===== src/rtl/scan_trigger_regs.vh =====
// register offsets, field layouts, encodings and timing counts
`ifndef SCAN_TRIGGER_REGS_VH
`define SCAN_TRIGGER_REGS_VH

`define OFF_CTRL        12'h000
`define OFF_ROUTE       12'h004
`define OFF_CMD         12'h008
`define OFF_STATUS      12'h00C
`define OFF_PULSE       12'h010

// control register fields
`define CTRL_ENABLE_BIT     0
`define CTRL_IN_EDGE_BIT    1
`define CTRL_OUT_EDGE_BIT   2
`define CTRL_MODE_LSB       4
`define CTRL_MODE_MSB       5

// route register fields
`define ROUTE_SRC_LSB       0
`define ROUTE_SRC_MSB       5
`define ROUTE_DST_LSB       8
`define ROUTE_DST_MSB       13

// command register bits
`define CMD_SW_TRIG_BIT     0
`define CMD_STEP_BIT        1
`define CMD_STEP_WAIT_BIT   2
`define CMD_ABORT_BIT       3

// connection order modes
`define MODE_NEUTRAL        2'h0
`define MODE_OPEN_FIRST     2'h1
`define MODE_CLOSE_FIRST    2'h2

// advance source codes
`define SRC_IMMEDIATE       6'h00
`define SRC_EXTERNAL        6'h01
`define SRC_SOFTWARE        6'h02
`define SRC_LINE0           6'h03
`define SRC_STAR            6'h0B
`define SRC_REAR            6'h0C
`define SRC_FRONT           6'h0D
`define SRC_REAR_MOD1       6'h0E
`define SRC_FRONT_MOD1      6'h1A

// step-done destination codes
`define DST_NONE            6'h00
`define DST_EXTERNAL        6'h01
`define DST_LINE0           6'h03
`define DST_STAR            6'h0B
`define DST_REAR            6'h0C
`define DST_FRONT           6'h0D
`define DST_REAR_MOD1       6'h0E
`define DST_FRONT_MOD1      6'h1A

// number of trigger pins: ext, 8 lines, star, rear, front, 12+12 modules, plus one unused pin
`define NUM_PINS            37
`define PIN_EXT             0
`define PIN_LINE0           1
`define PIN_STAR            9
`define PIN_REAR            10
`define PIN_FRONT           11
`define PIN_REAR_MOD1       12
`define PIN_FRONT_MOD1      24

// timing
`define SETTLE_NS           1000
`define CLK_NS              8
`define SETTLE_CYC          ((`SETTLE_NS + `CLK_NS - 1) / `CLK_NS)
`define PULSE_DEF_CYC       16'h0008
`define CTRL_RESET          32'h0000_0000
`define ROUTE_RESET         32'h0000_0000

`endif


===== src/rtl/scan_trigger_router.v =====
// scan-step trigger routing, step sequencing and apb register file
`timescale 1ns/1ps
`include "scan_trigger_regs.vh"

module scan_trigger_router (
  input  wire                 clk_sys,
  input  wire                 rstn,
  input  wire                 psel,
  input  wire                 penable,
  input  wire                 pwrite,
  input  wire [11:0]          paddr,
  input  wire [31:0]          pwdata,
  output reg  [31:0]          prdata,
  output wire                 pready,
  output wire                 pslverr,
  input  wire [`NUM_PINS-1:0] trig_pin_in,
  output reg  [`NUM_PINS-1:0] trig_pin_out,
  output reg  [`NUM_PINS-1:0] trig_pin_oe,
  output reg                  open_old_req,
  output reg                  close_new_req,
  input  wire                 relay_done,
  output reg                  entry_advance
);

  localparam [6:0] ST_IDLE   = 7'b0000001;
  localparam [6:0] ST_WAIT   = 7'b0000010;
  localparam [6:0] ST_FIRST  = 7'b0000100;
  localparam [6:0] ST_SECOND = 7'b0001000;
  localparam [6:0] ST_SETTLE = 7'b0010000;
  localparam [6:0] ST_PULSE  = 7'b0100000;
  localparam [6:0] ST_DONE   = 7'b1000000;
  localparam integer SETTLE_INT    = `SETTLE_CYC;
  localparam integer PIN_LINE0_INT = `PIN_LINE0;
  localparam integer PIN_STAR_INT  = `PIN_STAR;
  localparam [15:0]  SETTLE_CNT    = SETTLE_INT[15:0];
  localparam [5:0]   PIN_LINE0_IDX = PIN_LINE0_INT[5:0];
  localparam [5:0]   PIN_STAR_IDX  = PIN_STAR_INT[5:0];

  reg  [31:0] ctrl_q;
  reg  [31:0] route_q;
  reg  [15:0] pulse_len_q;
  reg  [6:0]  state_q;
  reg  [15:0] cnt_q;
  reg         sw_trig_q;
  reg         step_req_q;
  reg         step_wait_q;
  reg  [5:0]  dst_lat_q;
  reg         out_edge_q;
  reg  [31:0] entries_q;
  wire [`NUM_PINS-1:0] edge_seen;
  wire [5:0]  src_sel = route_q[`ROUTE_SRC_MSB:`ROUTE_SRC_LSB];
  wire [5:0]  dst_sel = route_q[`ROUTE_DST_MSB:`ROUTE_DST_LSB];
  wire [1:0]  order_mode = ctrl_q[`CTRL_MODE_MSB:`CTRL_MODE_LSB];
  wire        wr_en = psel & penable & pwrite;
  wire        rd_en = psel & penable & ~pwrite;
  wire        hit;
  wire        cmd_wr = wr_en & (paddr == `OFF_CMD);

  assign pready  = 1'b1;
  assign hit     = (paddr == `OFF_CTRL) | (paddr == `OFF_ROUTE) |
                   (paddr == `OFF_CMD) | (paddr == `OFF_STATUS) |
                   (paddr == `OFF_PULSE);
  assign pslverr = psel & penable & ~hit;

  // maps a source or destination code to a pin index, 63 when none
  function [5:0] code_to_pin;
    input [5:0] code;
    begin
      if (code == `SRC_EXTERNAL)
        code_to_pin = `PIN_EXT;
      else if (code >= `SRC_LINE0 && code < `SRC_STAR)
        code_to_pin = code - `SRC_LINE0 + PIN_LINE0_IDX;
      else if (code >= `SRC_STAR && code < `SRC_FRONT_MOD1 + 6'h0C)
        code_to_pin = code - `SRC_STAR + PIN_STAR_IDX;
      else
        code_to_pin = 6'h3F;
    end
  endfunction

  // sync on every pin, edge polarity from input edge select
  trig_pin_sync u_sync (
    .clk_sys     (clk_sys),
    .rstn        (rstn),
    .pin_in      (trig_pin_in),
    .falling_sel (ctrl_q[`CTRL_IN_EDGE_BIT]),
    .edge_seen   (edge_seen)
  );

  wire [5:0] src_pin = code_to_pin(src_sel);
  wire [5:0] dst_pin = code_to_pin(dst_sel);
  reg        trig_hit;

  always @* begin
    if (src_sel == `SRC_IMMEDIATE)
      trig_hit = 1'b1;
    else if (src_sel == `SRC_SOFTWARE)
      trig_hit = sw_trig_q;
    else if (src_pin != 6'h3F)
      trig_hit = edge_seen[src_pin];
    else
      trig_hit = 1'b0;
  end

  // registers and apb
  always @(posedge clk_sys or negedge rstn) begin
    if (!rstn) begin
      ctrl_q      <= `CTRL_RESET;
      route_q     <= `ROUTE_RESET;
      pulse_len_q <= `PULSE_DEF_CYC;
    end else if (wr_en) begin
      case (paddr)
        `OFF_CTRL:  ctrl_q      <= pwdata;
        `OFF_ROUTE: route_q     <= pwdata;
        `OFF_PULSE: pulse_len_q <= (pwdata[15:0] == 16'h0000) ?
                                   16'h0001 : pwdata[15:0];
        default:    ctrl_q      <= ctrl_q;
      endcase
    end
  end

  always @* begin
    prdata = 32'h0000_0000;
    if (rd_en) begin
      case (paddr)
        `OFF_CTRL:   prdata = {26'h0, ctrl_q[5:4], 1'b0, ctrl_q[2:0]};
        `OFF_ROUTE:  prdata = {18'h0, route_q[13:8], 2'h0, route_q[5:0]};
        `OFF_STATUS: prdata = {entries_q[15:0], 8'h0, 1'b0, state_q};
        `OFF_PULSE:  prdata = {16'h0, pulse_len_q};
        default:     prdata = 32'h0000_0000;
      endcase
    end
  end

  // step sequencer
  always @(posedge clk_sys or negedge rstn) begin
    if (!rstn) begin
      state_q       <= ST_IDLE;
      cnt_q         <= 16'h0000;
      sw_trig_q     <= 1'b0;
      step_req_q    <= 1'b0;
      step_wait_q   <= 1'b0;
      dst_lat_q     <= `DST_NONE;
      out_edge_q    <= 1'b0;
      entries_q     <= 32'h0000_0000;
      open_old_req  <= 1'b0;
      close_new_req <= 1'b0;
      entry_advance <= 1'b0;
      trig_pin_out  <= {`NUM_PINS{1'b0}};
      trig_pin_oe   <= {`NUM_PINS{1'b0}};
    end else begin
      entry_advance <= 1'b0;
      // trigger pending set wins over its consumption
      if (cmd_wr && pwdata[`CMD_SW_TRIG_BIT])
        sw_trig_q <= 1'b1;
      else if (state_q != ST_WAIT || trig_hit)
        sw_trig_q <= 1'b0;
      if (cmd_wr && pwdata[`CMD_STEP_BIT]) begin
        step_req_q  <= 1'b1;
        step_wait_q <= pwdata[`CMD_STEP_WAIT_BIT];
      end
      if (cmd_wr && pwdata[`CMD_ABORT_BIT]) begin
        state_q       <= ST_IDLE;
        step_req_q    <= 1'b0;
        open_old_req  <= 1'b0;
        close_new_req <= 1'b0;
        trig_pin_oe   <= {`NUM_PINS{1'b0}};
      end else begin
        case (state_q)
          ST_IDLE: begin
            if (step_req_q && ctrl_q[`CTRL_ENABLE_BIT]) begin
              step_req_q <= 1'b0;
              // wait only at a separator step
              state_q <= step_wait_q ? ST_WAIT : ST_FIRST;
            end
          end
          ST_WAIT: begin
            if (trig_hit)
              state_q <= ST_FIRST;
          end
          ST_FIRST: begin
            entry_advance <= 1'b1;
            if (order_mode == `MODE_OPEN_FIRST)
              open_old_req <= 1'b1;
            else if (order_mode == `MODE_CLOSE_FIRST)
              close_new_req <= 1'b1;
            state_q <= (order_mode == `MODE_NEUTRAL) ? ST_SECOND : ST_SECOND;
          end
          ST_SECOND: begin
            if (order_mode == `MODE_NEUTRAL) begin
              state_q <= ST_SETTLE;
              cnt_q   <= SETTLE_CNT;
            end else if (relay_done) begin
              open_old_req  <= order_mode == `MODE_CLOSE_FIRST;
              close_new_req <= order_mode == `MODE_OPEN_FIRST;
              state_q <= ST_SETTLE;
              cnt_q   <= SETTLE_CNT;
            end
          end
          ST_SETTLE: begin
            if (open_old_req || close_new_req) begin
              if (relay_done) begin
                open_old_req  <= 1'b0;
                close_new_req <= 1'b0;
              end
            end else if (cnt_q > 16'h0001) begin
              cnt_q <= cnt_q - 16'h0001;
            end else begin
              dst_lat_q  <= dst_sel;
              out_edge_q <= ctrl_q[`CTRL_OUT_EDGE_BIT];
              cnt_q      <= pulse_len_q;
              state_q    <= ST_PULSE;
              if (dst_pin != 6'h3F) begin
                trig_pin_oe[dst_pin]  <= 1'b1;
                // falling edge selected: pulse drives the pin low, pin released (oe low, out 0) outside the pulse
                trig_pin_out[dst_pin] <= ~ctrl_q[`CTRL_OUT_EDGE_BIT];
              end
            end
          end
          ST_PULSE: begin
            if (cnt_q > 16'h0001) begin
              cnt_q <= cnt_q - 16'h0001;
            end else begin
              trig_pin_out <= {`NUM_PINS{1'b0}};
              trig_pin_oe  <= {`NUM_PINS{1'b0}};
              state_q      <= ST_DONE;
            end
          end
          ST_DONE: begin
            entries_q <= entries_q + 32'h0000_0001;
            state_q   <= ST_IDLE;
          end
          default: state_q <= ST_IDLE;
        endcase
      end
    end
  end

endmodule


===== src/rtl/trig_pin_sync.v =====
// two-stage synchronisers and edge detection for all trigger pins
`timescale 1ns/1ps
`include "scan_trigger_regs.vh"

module trig_pin_sync (
  input  wire                  clk_sys,
  input  wire                  rstn,
  input  wire [`NUM_PINS-1:0]  pin_in,
  input  wire                  falling_sel,
  output reg  [`NUM_PINS-1:0]  edge_seen
);

  reg [`NUM_PINS-1:0] meta_q;
  reg [`NUM_PINS-1:0] sync_q;
  reg [`NUM_PINS-1:0] prev_q;

  genvar i;
  generate
    for (i = 0; i < `NUM_PINS; i = i + 1) begin : g_pin
      always @(posedge clk_sys or negedge rstn) begin
        if (!rstn) begin
          meta_q[i]    <= 1'b0;
          sync_q[i]    <= 1'b0;
          prev_q[i]    <= 1'b0;
          edge_seen[i] <= 1'b0;
        end else begin
          meta_q[i]    <= pin_in[i];
          sync_q[i]    <= meta_q[i];
          prev_q[i]    <= sync_q[i];
          edge_seen[i] <= falling_sel ? (prev_q[i] & ~sync_q[i])
                                      : (~prev_q[i] & sync_q[i]);
        end
      end
    end
  endgenerate

endmodule


===== config.mk =====
export PLATFORM = sky130hd
export DESIGN_NAME = scan_trigger_router
export DESIGN_NICKNAME = d
export VERILOG_FILES = /design/src/rtl/scan_trigger_router.v /design/src/rtl/trig_pin_sync.v
export VERILOG_INCLUDE_DIRS = /design/src /design/src/rtl
export SDC_FILE = /design/constraint.sdc
export NUM_CORES = 1
export LEC_CHECK = 0
export ABC_AREA = 1
export BUFFER_PORTS_ARGS = -buffer_cell sky130_fd_sc_hd__buf_2
export CAP_MARGIN = 40
export CORE_ASPECT_RATIO = 0.6
export CORE_MARGIN = 2
export CORE_UTILIZATION = 55
export CTS_CLUSTER_DIAMETER = 60
export DETAILED_ROUTE_END_ITERATION = 12
export GPL_ROUTABILITY_DRIVEN = 0
export PLACE_DENSITY = 0.83
export SLEW_MARGIN = 20
export SYNTH_ARGS = -nofsm -noshare
export SYNTH_HDL_FRONTEND = slang
export SYNTH_SLANG_ARGS = --single-unit
export TNS_END_PERCENT = 30

===== constraint.sdc =====
create_clock -name clk_sys -period 4.6 [get_ports clk_sys]
set_input_delay 0.92 -clock clk_sys [delete_from_list [all_inputs] [get_ports clk_sys]]
set_output_delay 0.92 -clock clk_sys [all_outputs]
set_load 0.05 [all_outputs]

==> results of run 1 <==
[registers in the layout (all words and copies together), names as in the netlist, 5 cells and up]
name and cells:
cnt_q 16, ctrl_q 5, entries_q 16, pulse_len_q 16, route_q 12, state_q 7, trig_pin_oe 37, trig_pin_out 37
u_sync.edge_seen 37, u_sync.meta_q 37, u_sync.prev_q 37, u_sync.sync_q 37
[how the worst max path moves through the flow]
stage	endpoint	slack, ns	depth (start not counted)
floorplan	prdata[26]	0.73	7
global placement	prdata[1]	0.68	10
detailed placement	prdata[1]	0.66	10
CTS	prdata[1]	0.65	10
global route	prdata[8]	0.40	10
finish	prdata[1]	0.56	10
[report_power, final]
part | internal [mW] | switching (mW) | leakage, nW
logic | 0.144 | 0.319 | 3.38
registers | 2.76 | 0.0822 | 3.79
clock network | 1.40 | 1.02 | 0.462
[layer usage]
| metal | share of wire (%) | vias up | global-route usage, % |
|---|---|---|---|
| li1 | - | 5063 | - |
| met1 | 45 | 5123 | 40.5 |
| met2 | 42 | 556 | 36.9 |
| met3 | 12 | 41 | 7.36 |
| met4 | 1.3 | 0 | 5.06 |
| met5 | 0 | - | 0 |
[layout by cell type, fill, tap and decap left out, drive strengths merged, types with 2 or more instances in the layout]
master    count
dfstp         2
o22ai        16
a211oi       23
clkinvlp      3
clkinv        8
xor2         21
nand4        13
nor4         11
ha            5
clkbuf       32
o211ai        2
buf         194
xnor2         4
nor2        246
a221oi        9
mux2          3
a22o          3
dfrtp       298
or2           2
o21ai        73
a31oi        35
inv         156
nand3        69
a21oi        89
a311oi        3
nor3         36
nand2       253
bufinv        5
nand3b        2
[stage by stage]
stage	cells	area, µm²	hold WS, ns
2_1_floorplan	1429	12800	0.331
3_3_place_gp	1890	14000	0.333
3_5_place_dp	1891	14100	0.336
4_1_cts	1939	15000	0.348
5_1_grt	1941	15000	0.352
6_report	1942	15000	0.344
[kinds of logic after synthesis]
group | synth area share (%)
fa+ha+maj | 0.487
buf+inv | 6.17
compound gates | 11.9
simple gates | 21.0
xor+xnor | 1.71
flops | 58.5
other cells | 0.0292
mux | 0.263
[area by class of cell]
type                    count  share of cell area [%]
well taps                 315                    2.62
clock buffers              32                    4.74
inverters                 156                    3.89
flip-flops and latches    300                    50.0
repair buffers            194                    6.95
multi-input cells         928                    30.2
clock inverters            16                    1.63
diodes                      1                  0.0166
[critical path, delay by kind of cell]
family,cells,cell delay [ns]
AO/OA/AOI/OAI,1,0.19
buffers and inverters,3,0.49
AND/OR/NAND/NOR,6,1.49
==> flow_summary.toml, run 1 <==
[worst_setup_path]
crit_path_max_incr_delay_ns = 0.38
worst-r2r-setup-slack_ns = 1.68
crit_path_cell_trace = "buf_2 > or2_2 > nor2_1 > inv_1 > nor2_1 > nand2_1 > o211ai_1 > nand2_1 > nor2_1 > buf_2"
crit_path_max_fanout = 13
worstPathArrival_ns = 3.12
timing.critical_path.to_type = "output pin"
worst_r2r_endpoint = "cnt_q[8]"
cp_max_delay_cell = "sky130_fd_sc_hd__nand2_1"
worst_path_most_repeated_cell = "sky130_fd_sc_hd__nor2_1"
critPathLaunch = "paddr[1]"
critPathKind = "in2out"
ff2ff_path_depth = 12
rr_startpoint = "state_q[0]"
crit_required_ns = 3.68
critPathLaunchType = "primary input"

[sta]
minimum_clock_period_ns = 4.04
worst_slew_pin_slew_ns = 0.951
max_freq_mhz = 248
unrepaired_setup_endpoints_after_global_routing = "false"
finalSetupViolCount = 0
report.final.hold_viol_count = 0
timing_max_transition_violations_final = 0
clock_skew_ns = 0.0320
setup_slack_ns = 0.564
remaining_max_slew_budget_at_the_tightest_pin_pct = 36.6
fin_tns_setup_ns = 0
finalCritPeriodShare_pct = 87.7

[floorplanning]
fp.coreArea_um2 = 23000
count_of_boundary_i_o_pins = 198
floorplan.rows = 43
die_area_um2 = 24600
starting_utilization_of_the_core_area_pct = 55.8
chipWidth_um = 201
die_height_um = 122

[power]
power.density_nw_per_um2 = 381
total_power_mw = 5.72
power.leakage_nw = 7.63
irDropWorstVdd_mv = 0.324

[clock_network]
tritoncts = "yes"
cts-hold-fix-buffers = 0
ctsLongestPathBuffers = 3
post_cts_resized = 0
cts_made_buffers = 26
post-cts-setup-buffer-count = 0
cts_max_level = 1
clk-insertion-delay-late_ns = 0.57
cts.root.buffer_cell = "sky130_fd_sc_hd__clkbuf_16"
clk_pin_slew_worst_paths_ns = 0.07
cts_num_sinks = 300

[final_layout]
drive_above_1_share_pct = 17.6
areaGrowthSynthToFinish_pct = 17.1
multi_input_gate_area_um2 = 4540
finish.utilization_pct = 65.3
num-nets-final = 1698
final-seq-area_um2 = 7510
final.fill_count = 1909

[placed_design]
io_buffer_count = 180
preCtsSetupSlack_ns = 0.661
detailedPlacementHpwl_um = 22600

[status]
outcome = "finished, final reports clean"

[worst_hold_path]
min_from = "u_sync.meta_q[27]"
hp-class = "reg2reg"
hold_path_end = "u_sync.sync_q[27]"
worstHoldPathCells = 0

[yosys]
synth.top_cells.by_count = "sky130_fd_sc_hd__dfrtp_1 (298), sky130_fd_sc_hd__nand2_1 (245), sky130_fd_sc_hd__nor2_1 (241)"
synth_fp_nets = 1521
yosysMostFrequentCell = "sky130_fd_sc_hd__dfrtp_1"
seq_area_frac_synth_pct = 58.5
synth-warning-count = 0
synth.ff_latch_count = 300
top_cells_by_area_in_the_synthesized_netlist = "sky130_fd_sc_hd__dfrtp_1 (58%), sky130_fd_sc_hd__nand2_1 (7.2%), sky130_fd_sc_hd__nor2_1 (7.0%)"
synth_top_cell_area_share_pct = 58.1
synth_async_sr_flop_share_pct = 100
synth_cells = 1429
synth_area_leader_cell = "sky130_fd_sc_hd__dfrtp_1"
ys_dominant_reg_cell = "sky130_fd_sc_hd__dfrtp_1"
synth-edff-count = 0
postSynthAreaPerCell_um2 = 8.98
synth.cell_area_um2 = 12800
synth_cell_type_count = 51

[global_route]
globalRoute.totalOverflow = 0
grt_pass1_wl_um = 51500
grt_antenna_before_repair = 2
largest_net_degree_at_the_start_of_global_routing = 123
grt_pass1_vias = 9820
all_layer_global_routing_usage_pct = 26.2

[drt]
drt.antenna.violating_nets = 0
avgViaCountPerCell = 5.55
drc = 0
route.final.wire_length_um = 32200
detailroute.via_count = 10800
route.detailed.wl_per_inst_um = 16.6
router_iterations_before_antenna_repair = 8
drt_iter0_markers = 1194

[run]
cap_viol_max_count = 0
Power figures use the tool's default switching activity.
==> run 2, diff against run 1 <==
--- a/config.mk
+++ b/config.mk
@@ -7,7 +7,7 @@
 export NUM_CORES = 1
 export LEC_CHECK = 0
 export ABC_AREA = 1
-export BUFFER_PORTS_ARGS = -buffer_cell sky130_fd_sc_hd__buf_2
+export BUFFER_PORTS_ARGS = -buffer_cell sky130_fd_sc_hd__clkbuf_2
 export CAP_MARGIN = 40
 export CORE_ASPECT_RATIO = 0.6
 export CORE_MARGIN = 2
@@ -15,9 +15,10 @@
 export CTS_CLUSTER_DIAMETER = 60
 export DETAILED_ROUTE_END_ITERATION = 12
 export GPL_ROUTABILITY_DRIVEN = 0
-export PLACE_DENSITY = 0.83
+export PLACE_DENSITY = 0.82
 export SLEW_MARGIN = 20
 export SYNTH_ARGS = -nofsm -noshare
 export SYNTH_HDL_FRONTEND = slang
+export SYNTH_HIERARCHICAL = 1
 export SYNTH_SLANG_ARGS = --single-unit
 export TNS_END_PERCENT = 30
==> run 2 against run 1 <==
Clock-buffer cell count up 2. Cell area up 3.3%. Register-to-register slack worse by 0.33 ns. Sequential power up 1%. Synthesized cell count up 0.14%.
==> flow_summary.toml, run 2 <==
[status]
outcome = "finished, final reports clean"

[worst_setup_path]
crit_path_max_fanout = 13
ff2ff_path_depth = 16
timing.critical_path.to_type = "output pin"
crit_required_ns = 3.68
cp_max_delay_cell = "sky130_fd_sc_hd__nand4_1"
critPathKind = "in2out"
rr_startpoint = "route_q[3]"
worst-r2r-setup-slack_ns = 1.35
worstPathArrival_ns = 3.27
worst_r2r_endpoint = "state_q[4]"
critPathLaunchType = "primary input"
crit_path_cell_trace = "clkbuf_2 > nor2_1 > nand2_1 > nor3_2 > nand4_1 > o211ai_1 > nand2_1 > a21oi_1 > clkbuf_2"
crit_path_max_incr_delay_ns = 0.41

[floorplanning]
die_height_um = 125
floorplan.rows = 44
fp.coreArea_um2 = 24000
die_area_um2 = 25500
chipWidth_um = 205
count_of_boundary_i_o_pins = 198
starting_utilization_of_the_core_area_pct = 55.5

[sta]
finalSetupViolCount = 0
report.final.hold_viol_count = 0
unrepaired_setup_endpoints_after_global_routing = "false"
max_freq_mhz = 239
timing_max_transition_violations_final = 0
worst_slew_pin_slew_ns = 0.910
finalCritPeriodShare_pct = 91.1
clock_skew_ns = 0.0195
fin_tns_setup_ns = 0
remaining_max_slew_budget_at_the_tightest_pin_pct = 39.3
minimum_clock_period_ns = 4.19

[yosys]
synth_fp_nets = 1523
synth.top_cells.by_count = "sky130_fd_sc_hd__dfrtp_1 (298), sky130_fd_sc_hd__nand2_1 (211), sky130_fd_sc_hd__inv_1 (183)"
yosysMostFrequentCell = "sky130_fd_sc_hd__dfrtp_1"
synth-edff-count = 0
seq_area_frac_synth_pct = 56.4
synth_async_sr_flop_share_pct = 100
postSynthAreaPerCell_um2 = 9.30
top_cells_by_area_in_the_synthesized_netlist = "sky130_fd_sc_hd__dfrtp_1 (56%), sky130_fd_sc_hd__nand2_1 (5.9%), sky130_fd_sc_hd__inv_1 (5.2%)"
synth-warning-count = 6
synth_area_leader_cell = "sky130_fd_sc_hd__dfrtp_1"
synth_cell_type_count = 57
ys_dominant_reg_cell = "sky130_fd_sc_hd__dfrtp_1"
synth_cells = 1431
synth.ff_latch_count = 300
synth.cell_area_um2 = 13300
synth_top_cell_area_share_pct = 56.0

[drt]
route.final.wire_length_um = 33400
route.detailed.wl_per_inst_um = 17.1
router_iterations_before_antenna_repair = 5
drc = 0
drt.antenna.violating_nets = 0
avgViaCountPerCell = 5.57
drt_iter0_markers = 1045
detailroute.via_count = 10900

[global_route]
grt_pass1_wl_um = 54700
largest_net_degree_at_the_start_of_global_routing = 120
globalRoute.totalOverflow = 0
all_layer_global_routing_usage_pct = 26.8
grt_antenna_before_repair = 0
grt_pass1_vias = 10500

[worst_hold_path]
worstHoldPathCells = 0
hp-class = "reg2reg"
min_from = "u_sync/meta_q[14]"
hold_path_end = "u_sync/sync_q[14]"

[run]
cap_viol_max_count = 0

[final_layout]
final.fill_count = 1900
num_antenna_cells = 0
drive_above_1_share_pct = 21.9
highest_count_cells_in_the_layout_ignoring_fill_and_taps = "sky130_fd_sc_hd__dfrtp_1 (298), sky130_fd_sc_hd__nand2_1 (211), sky130_fd_sc_hd__inv_1 (183)"
areaGrowthSynthToFinish_pct = 16.7
stdcell_count = 1949
num-nets-final = 1697
commonest_non_fill_non_tap_cell_in_the_layout = "sky130_fd_sc_hd__dfrtp_1"

[clock_network]
clk_pin_slew_worst_paths_ns = 0.06
ctsLongestPathBuffers = 3
cts_made_buffers = 28
cts_num_sinks = 300
cts.root.buffer_cell = "sky130_fd_sc_hd__clkbuf_16"
clk-insertion-delay-late_ns = 0.57
post-cts-setup-buffer-count = 0
tritoncts = "yes"
cts-hold-fix-buffers = 0
post_cts_resized = 0
cts_max_level = 1

[placed_design]
dpl.cell_count = 1894
detailedPlacementHpwl_um = 23100
io_buffer_count = 180

[power]
power.leakage_nw = 7.81
irDropWorstVdd_mv = 0.292
power.density_nw_per_um2 = 388
-- run 2: changes by cell type after synthesis, sizes merged, moves of 10 or more --
cell    before  now
nor2       246  163
nand3       69  148
inv        155  203
a21oi       89   66
o21ai       73   96
nand2      253  231
a211oi      23    2
buf         22   34
clkbuf      23   13
-- run 2: where the power goes --
part / total [mW] / internal, mW / switching (mW)
registers: 2.89 / 2.77 / 0.113
clock network: 2.64 / 1.60 / 1.04
logic: 0.503 / 0.166 / 0.337
total: 6.03 / 4.54 / 1.49
-- run 2: final cells by class --
class,instances,area (µm²),area share [%]
Timing Repair Buffer,192,1070,6.86
Tap cell,322,403,2.59
Multi-Input combinational cell,878,4700,30.3
Clock buffer,34,773,4.98
Inverter,205,779,5.02
Clock inverter,18,304,1.96
Sequential cell,300,7510,48.3
-- run 2: cell families (layout without fill, tap and decap cells) --
group / count (synthesis) / count (layout) / synth area share (%)
AOI/OAI and AO/OA: 221 / 221 / 9.66
xor gates and xnor gates: 32 / 32 / 2.10
adders and majority gates: 5 / 5 / 0.470
buffers and inverters: 253 / 449 / 8.31
DFF: 300 / 300 / 56.4
other: 1 / 1 / 0.0282
and+or+nand+nor: 619 / 619 / 23.0
-- run 2: how the worst max path moves through the flow --
stage	from	cells after the start	slack [ns]	end
detailed placement	paddr[11]	9	0.52	prdata[6]
floorplan	paddr[5]	7	0.65	prdata[23]
finish	paddr[11]	9	0.41	prdata[6]
global route	paddr[1]	11	0.25	prdata[6]
CTS	paddr[11]	9	0.50	prdata[6]
global placement	paddr[5]	9	0.58	prdata[6]
-- run 2: critical path, delay by kind of cell --
kind	cells	cell delay (ns)
compound gates	2	0.63
buf+inv	2	0.42
simple gates	5	1.29
-- run 2: per-layer routing --
layer	global-route usage, %	part of all wire [%]	vias to the layer above
met5	0	0	-
met4	6.90	2.4	0
met3	6.57	9.1	61
met2	39.6	44	472
met1	40.0	45	5317
li1	-	-	5010
-- run 2: stage by stage --
step | setup WS (ns) | util (%) | area, µm² | power, mW | hold slack [ns]
after floorplan | 0.649 | - | 13300 | 3.23 | 0.331
after global placement | 0.579 | 59.9 | 14400 | 3.40 | 0.334
after detailed placement | 0.516 | 60.1 | 14400 | 3.43 | 0.335
after CTS | 0.497 | 64.5 | 15500 | 6.08 | 0.349
after global routing | 0.249 | 64.7 | 15500 | 6.28 | 0.355
final | 0.408 | 64.7 | 15500 | 6.03 | 0.348
